`src/rtl/cim_pkg.sv`:
```
package cim_pkg;

  // ****************************************
  // Register addresses on the SFR bus
  // ****************************************
  localparam logic [7:0] TAG_REG_ONE_ADDR    = 8'hbc;
  localparam logic [7:0] TAG_REG_TWO_ADDR    = 8'hbd;
  localparam logic [7:0] TAG_REG_THREE_ADDR  = 8'hbe;
  localparam logic [7:0] TAG_REG_FOUR_ADDR   = 8'hbf;
  localparam logic [7:0] MASK_REG_ONE_ADDR   = 8'hc4;
  localparam logic [7:0] MASK_REG_TWO_ADDR   = 8'hc5;
  localparam logic [7:0] MASK_REG_THREE_ADDR = 8'hc6;
  localparam logic [7:0] MASK_REG_FOUR_ADDR  = 8'hc7;

  // ****************************************
  // Widths, field positions, read masks
  // ****************************************
  localparam int         SFR_AW         = 8;
  localparam int         SFR_DW         = 8;
  localparam int         EXT_ID_W       = 29;
  localparam int         STD_ID_W       = 11;
  localparam int         RTR_BIT        = 2;
  localparam int         RB1_BIT        = 1;
  localparam int         RB0_BIT        = 0;
  localparam int         IDE_MSK_BIT    = 0;
  localparam logic [7:0] RD_ALL         = 8'hff;
  localparam logic [7:0] RD_NONE        = 8'h00;
  localparam logic [7:0] STD_TWO_RD     = 8'he0;
  localparam logic [7:0] STD_TAG_FOUR_RD = 8'h05;
  localparam logic [7:0] STD_MSK_FOUR_RD = 8'h05;
  localparam logic [7:0] EXT_MSK_FOUR_RD = 8'hfd;
  localparam logic [7:0] REG_RESET      = 8'h00;

  // ****************************************
  // Block state
  // ****************************************
  typedef struct packed {
    logic [3:0][7:0]        tag;
    logic [3:0][7:0]        msk;
    logic [7:0]             rdata;
    logic                   accept;
    logic [EXT_ID_W-1:0]    tx_id;
    logic                   tx_rtr;
    logic                   tx_rb1;
    logic                   tx_rb0;
  } cim_state_t;

endpackage : cim_pkg
```
`src/rtl/cim_accept_cmp.sv`:
```
`timescale 1ns/1ns
`default_nettype none
module cim_accept_cmp
  import cim_pkg::*;
(
  // Stored filter
  input  wire logic [cim_pkg::EXT_ID_W-1:0] tag_id_i,
  input  wire logic [cim_pkg::EXT_ID_W-1:0] msk_id_i,
  input  wire logic                         tag_rtr_i,
  input  wire logic                         msk_rtr_i,
  input  wire logic                         msk_ide_i,
  input  wire logic                         ext_fmt_i,
  // Received frame fields
  input  wire logic [cim_pkg::EXT_ID_W-1:0] rx_id_i,
  input  wire logic                         rx_rtr_i,
  input  wire logic                         rx_ide_i,
  // Result
  output logic                              match_o
);
  logic id_ok;
  logic rtr_ok;
  logic ide_ok;

  assign id_ok  = ~|((tag_id_i ^ rx_id_i) & msk_id_i);
  assign rtr_ok = ~((tag_rtr_i ^ rx_rtr_i) & msk_rtr_i);
  assign ide_ok = ~((ext_fmt_i ^ rx_ide_i) & msk_ide_i);
  assign match_o = id_ok & rtr_ok & ide_ok;

endmodule : cim_accept_cmp
`default_nettype wire

```
`src/rtl/cim_id_filter.sv`:
```
// What this block does
// - Standard layout: id 10..3 in tag one, id 2..0 in tag two bits 7..5.
// - Extended layout: 29-bit id spread over four tag registers, top first.
// - Extended tag four: rtr tag bit 2, reserved-1 bit 1, reserved-0 bit 0.
// - Standard tag four: rtr bit 2, reserved-0 bit 0; tag three reserved.
// - Mask bit 0 forces match; mask bit 1 requires equality with tag.
// - Standard mask: bits 10..3 in mask one, 2..0 in mask two 7..5.
// - Mask four: rtr mask bit 2, extension mask bit 0.
// - Mask used only for receive filtering; transmit uses raw tags.
// - Extension setting 0 selects standard layout, 1 extended.
`timescale 1ns/1ns
`default_nettype none
module cim_id_filter
  import cim_pkg::*;
(
  // Clock, reset, enable
  input  wire logic                         ref_clk_i,
  input  wire logic                         rst_b_i,
  input  wire logic                         ce_i,
  // SFR bus
  input  wire logic [cim_pkg::SFR_AW-1:0]   sfr_addr_i,
  input  wire logic [cim_pkg::SFR_DW-1:0]   sfr_wdata_i,
  input  wire logic                         sfr_wr_i,
  input  wire logic                         sfr_rd_i,
  output logic      [cim_pkg::SFR_DW-1:0]   sfr_rdata_o,
  // Object configuration
  input  wire logic                         extended_format_select_i,
  input  wire logic                         rx_enable_i,
  // Received frame from protocol engine
  input  wire logic                         rx_valid_i,
  input  wire logic [cim_pkg::EXT_ID_W-1:0] rx_id_i,
  input  wire logic                         rx_rtr_i,
  input  wire logic                         rx_ide_i,
  // Filter result and transmit fields
  output logic                              accept_o,
  output logic      [cim_pkg::EXT_ID_W-1:0] tx_id_o,
  output logic                              tx_rtr_o,
  output logic                              tx_rb1_o,
  output logic                              tx_rb0_o
);
  import cim_pkg::*;

  // ****************************************
  // Helpers
  // ****************************************
  // id assembly per layout
  function automatic logic [EXT_ID_W-1:0] join_id(input logic [3:0][7:0] b,
                                                  input logic            ext);
    logic [EXT_ID_W-1:0] v;
    v = '0;
    if (ext) begin
      v = {b[0], b[1], b[2], b[3][7:3]};
    end else begin
      v = {{(EXT_ID_W-STD_ID_W){1'b0}}, b[0], b[1][7:5]};
    end
    return v;
  endfunction : join_id

  // Reserved positions read as zero in the chosen layout
  function automatic logic [7:0] rd_keep(input logic [SFR_AW-1:0] a,
                                         input logic              ext);
    logic [7:0] k;
    k = RD_NONE;
    case (a)
      TAG_REG_ONE_ADDR,
      MASK_REG_ONE_ADDR:   k = RD_ALL;
      TAG_REG_TWO_ADDR,
      MASK_REG_TWO_ADDR:   k = ext ? RD_ALL : STD_TWO_RD;
      TAG_REG_THREE_ADDR,
      MASK_REG_THREE_ADDR: k = ext ? RD_ALL : RD_NONE;
      TAG_REG_FOUR_ADDR:   k = ext ? RD_ALL : STD_TAG_FOUR_RD;
      MASK_REG_FOUR_ADDR:  k = ext ? EXT_MSK_FOUR_RD : STD_MSK_FOUR_RD;
      default:             k = RD_NONE;
    endcase
    return k;
  endfunction : rd_keep

  // ****************************************
  // State and comparison
  // ****************************************
  cim_state_t          st_r;
  cim_state_t          st_nxt;
  logic [EXT_ID_W-1:0] tag_id;
  logic [EXT_ID_W-1:0] msk_id;
  logic                match;
  logic                tag_hit;
  logic                msk_hit;
  logic [1:0]          sel;
  logic [7:0]          rd_raw;

  assign tag_id  = join_id(st_r.tag, extended_format_select_i);
  assign msk_id  = join_id(st_r.msk, extended_format_select_i);
  assign sel     = sfr_addr_i[1:0];
  assign tag_hit = (sfr_addr_i[SFR_AW-1:2] == TAG_REG_ONE_ADDR[SFR_AW-1:2]);
  assign msk_hit = (sfr_addr_i[SFR_AW-1:2] == MASK_REG_ONE_ADDR[SFR_AW-1:2]);
  assign rd_raw  = tag_hit ? st_r.tag[sel] : (msk_hit ? st_r.msk[sel] : RD_NONE);

  cim_accept_cmp u_cmp (
    .tag_id_i  (tag_id),
    .msk_id_i  (msk_id),
    .tag_rtr_i (st_r.tag[3][RTR_BIT]),
    .msk_rtr_i (st_r.msk[3][RTR_BIT]),
    .msk_ide_i (st_r.msk[3][IDE_MSK_BIT]),
    .ext_fmt_i (extended_format_select_i),
    .rx_id_i   (rx_id_i),
    .rx_rtr_i  (rx_rtr_i),
    .rx_ide_i  (rx_ide_i),
    .match_o   (match)
  );

  always_comb begin
    st_nxt = st_r;
    // Raw bytes kept so a layout switch keeps software's values
    if (sfr_wr_i && tag_hit) begin
      st_nxt.tag[sel] = sfr_wdata_i;
    end
    if (sfr_wr_i && msk_hit) begin
      st_nxt.msk[sel] = sfr_wdata_i;
    end
    if (sfr_rd_i) begin
      st_nxt.rdata = rd_raw & rd_keep(sfr_addr_i, extended_format_select_i);
    end
    // accept pulse for enabled receive object
    st_nxt.accept = rx_valid_i & rx_enable_i & match;
    st_nxt.tx_id  = tag_id;
    st_nxt.tx_rtr = st_r.tag[3][RTR_BIT];
    st_nxt.tx_rb1 = extended_format_select_i & st_r.tag[3][RB1_BIT];
    st_nxt.tx_rb0 = st_r.tag[3][RB0_BIT];
  end

  // Contents undefined to software; zero gives a known start anyway
  always_ff @(posedge ref_clk_i or negedge rst_b_i) begin
    if (!rst_b_i) begin
      st_r <= '0;
    end else if (ce_i) begin
      st_r <= st_nxt;
    end
  end

  assign sfr_rdata_o = st_r.rdata;
  assign accept_o    = st_r.accept;
  assign tx_id_o     = st_r.tx_id;
  assign tx_rtr_o    = st_r.tx_rtr;
  assign tx_rb1_o    = st_r.tx_rb1;
  assign tx_rb0_o    = st_r.tx_rb0;

  logic all_open;
  assign all_open = (msk_id == '0) && !st_r.msk[3][RTR_BIT] && !st_r.msk[3][IDE_MSK_BIT];
endmodule : cim_id_filter
`default_nettype wire

```
`config.mk`:
```
export PLATFORM = sky130hd
export DESIGN_NAME = cim_id_filter
export DESIGN_NICKNAME = d
export VERILOG_FILES = /design/src/rtl/cim_pkg.sv /design/src/rtl/cim_accept_cmp.sv /design/src/rtl/cim_id_filter.sv
export SDC_FILE = /design/constraint.sdc
export NUM_CORES = 1
export LEC_CHECK = 0
export BUFFER_PORTS_ARGS = -buffer_cell sky130_fd_sc_hd__buf_2
export CORE_MARGIN = 2
export CORE_UTILIZATION = 45
export DETAILED_ROUTE_END_ITERATION = 7
export PLACE_DENSITY = 0.7
export SETUP_SLACK_MARGIN = 0.3
export SYNTH_ARGS = -nofsm -noshare
export SYNTH_HDL_FRONTEND = slang
export SYNTH_HIERARCHICAL = 1
export SYNTH_SLANG_ARGS = --single-unit
```
`constraint.sdc`:
```
create_clock -name ref_clk_i -period 2.35 [get_ports ref_clk_i]
set_input_delay 0.47 -clock ref_clk_i [delete_from_list [all_inputs] [get_ports ref_clk_i]]
set_output_delay 0.47 -clock ref_clk_i [all_outputs]
set_load 0.02 [all_outputs]
```
==> run_results.csv <==
group,metric,value,unit
clock_tree,numCtsBuffers,9,
drt,initialDrtViolationCount,311,
min_path,hold_path.class,"input pin to async pin",
timing,relSlewSlack,61.75,%
flow_run,drv_cap,0,
timing,rsz0062_at_grt,"yes",
clock_tree,htree_levels,3,
timing,worst_slew_pin_slew,0.5737,ns
floorplanning,fp.dieH,116.7,µm
floorplanning,fp-row-count,41,
synthesis,yosys_warnings,6,
clock_tree,cts_tree,"built",
synthesis,ys_seq_area_share,45.96,%
synthesis,synth_cell_types,35,
global_route,grt_max_degree,42,
timing,min_period,2.041,ns
floorplanning,initial_core_util,45.67,%
drt,dr.pass1.iters,4,
place,gp_congestion,0.9674,
clock_tree,cts_setup_buffers,0,
drt,drt-wirelength-per-cell,21.72,µm
timing,skew,0.01019,ns
drt,routed_wl,14880,µm
worst_setup_path,crit_path_end_kind,"register",
clock_tree,cts.path.max_buffers,2,
place,portBuffers,95,
timing,setup_viol,0,
place,pre_cts_ws,-0.04217,ns
global_route,track_usage,23.01,%
timing,hold_viol_final,0,
floorplanning,die_w,116.7,µm
timing,drv_slew,0,
worst_setup_path,slowest_delay,0.54,ns
layout,drive_gt1_share,55.36,%
synthesis,syn_nets,489,
drt,drcViolationCount,0,
timing,worst_slack,0.3092,ns
timing,fin_crit_sh,86.84,%
drt,vias,3791,
worst_setup_path,crit_chain,"buf_2 -> or4b_4 -> or2_4 -> or4_4 -> mux2_4",
worst_setup_path,crit_slowest_cell,"or4b_4",
global_route,grt-ovfl-total,0,
worst_setup_path,critPathMaxFanout,8,
synthesis,postSynthAreaPerCell,13.17,µm²
layout,layout-area-overhead-vs-synth,16.74,%
clock_tree,clk_pin_slew_worst_paths,0.07,ns
floorplanning,ios,96,
layout,final_nets,565,
power,peakVddDrop,0.0003763,V
drt,detail-route-antenna-nets,0,
clock_tree,clock-sinks,105,
global_route,grt_pass1_vias,3902,
layout,antenna_cells,0,
clock_tree,clk_latency,0.35,ns
worst_setup_path,start_kind,"input pin",
worst_setup_path,crit_arrival,2.27,ns
worst_setup_path,crit_type,"input pin to register",
clock_tree,cts-root-buf,"clkbuf_16",
power,power.density,571.8,nW/µm²
power,power.leakage,3.411,nW
status,status,"finished, final reports clean",
floorplanning,core-area,12520,µm²
synthesis,ys_ff_latch,105,
synthesis,synthesis.area,5717,µm²
place,place_hpwl,10860,µm
synthesis,postSynthCellCount,434,
timing,fmax,490.0,MHz
worst_setup_path,r2r_slack,0.46,ns
floorplanning,dieArea,13620,µm²
global_route,grt_pass1_wl,22690,µm
global_route,antenna_found_initial,0,
timing,fin_tns_setup,0,ns
drt,viasPerCell,5.534,
worst_setup_path,worst_ep_required_time,2.58,ns
-- sequential cells by signal (all words and copies together) (netlist names) --
name	cells
accept_o	1
st_nxt	2
tx_rb0_o	1
tx_rtr_o	1
st_r	62
tx_id_o	29
tx_rb1_o	1
sfr_rdata_o	8
-- final cells by class --
type                       instances  area [µm²]
sequential                       105        2628
clock inverter                     2       38.79
inverter                           3       11.26
tap                              172       215.2
multi-input combinational        269        2758
timing repair buffer             122       767.0
fill                            1128        5843
clock buffer                      12       256.5
-- critical path: cells and delay by family --
family | cells | cell delay, ns
AND/OR/NAND/NOR | 3 | 1.35
multiplexers | 1 | 0.34
buffers and inverters | 1 | 0.10
-- synthesized netlist by cell type, drive strengths merged --
cell type    n  area (µm²)
nor3         3       30.03
and2        36       225.2
nand4b       2       17.52
a22o         9       78.83
a221oi       3       26.28
a21boi       1       7.510
o211ai       1       7.510
nor4         1       12.51
o21ai        7       35.03
buf         48       337.8
a22oi       10       75.07
dfrtp      105        2628
xnor2        1       8.760
xor2        31       271.5
a32o         2       20.02
or4b         1       13.76
or2          2       12.52
or4          1       11.26
inv          3       11.26
mux4        16       360.4
nand3        2       10.01
a211oi       1       7.510
nor2         6       27.52
nand2        7       26.28
clkbuf       9       33.78
nand4        5       31.28
mux2       119        1370
a222oi       1       10.01
mux2i        1       10.01
-- logic make-up (layout without fill, tap and decap cells) --
family	after synthesis	after routing	synth area share (%)
xor+xnor	32	32	4.903
flops	105	105	45.96
mux	136	136	30.44
compound gates	35	35	4.684
buf+inv	60	139	6.697
simple gates	66	66	7.310
-- where the power goes --
part	switching [mW]	leakage, nW	internal [mW]
clock	0.653	0.145	0.876
sequential	0.0370	1.46	1.85
combinational	0.220	1.81	0.180
-- worst paths after layout --
path / depth (start not counted) / to / start
worst max-delay path: 5 / st_r[42] / sfr_addr_i[4]
worst min-delay path: 1 / sfr_rdata_o[5] / rst_b_i
worst max register to register: 8 / accept_o / st_r[73]
worst min register to register: 2 / sfr_rdata_o[1] / sfr_rdata_o[1]
max in group asynchronous: 2 / st_r[77] / rst_b_i
min in group ref_clk_i: 3 / accept_o / rx_valid_i
-- per-layer routing --
layer,vias to the layer above,share of wire (%),wire (µm),GRT usage [%]
met5,-,0,0,0
met4,0,1.7,260,6.902
met3,20,7.0,1042,4.515
met2,151,47,7023,35.99
met1,1931,44,6549,32.69
li1,1689,-,-,-
-- cells in the final DEF (no fill, tap or decap), drive strengths merged, types with 9 or more instances in the layout --
cell type  synthesis  layout
xor2              31      31
mux4              16      16
and2              36      36
buf               48     120
dfrtp            105     105
clkbuf             9      14
mux2             119     119
a22oi             10      10
a22o               9       9
-- through the flow --
stage / instance area, µm² / hold WS (ns) / cells / power, mW / utilization (%)
floorplan: 5761 / 0.1744 / 434 / 2.131 / -
global placement: 6326 / 0.4653 / 670 / 2.306 / 50.54
detailed placement: 6326 / 0.4713 / 670 / 2.313 / 50.54
CTS: 6621 / 0.1323 / 684 / 3.833 / 52.90
global route: 6674 / 0.1526 / 685 / 3.967 / 53.32
finish: 6674 / 0.1140 / 685 / 3.816 / 53.32
-- what timing repair did --
action | in CTS | in global routing
hold buffers | 0 | 0
setup endpoints to repair | 0 | 15
gates resized for setup | 0 | 6
Note: power is estimated with default switching activity, not from simulation.
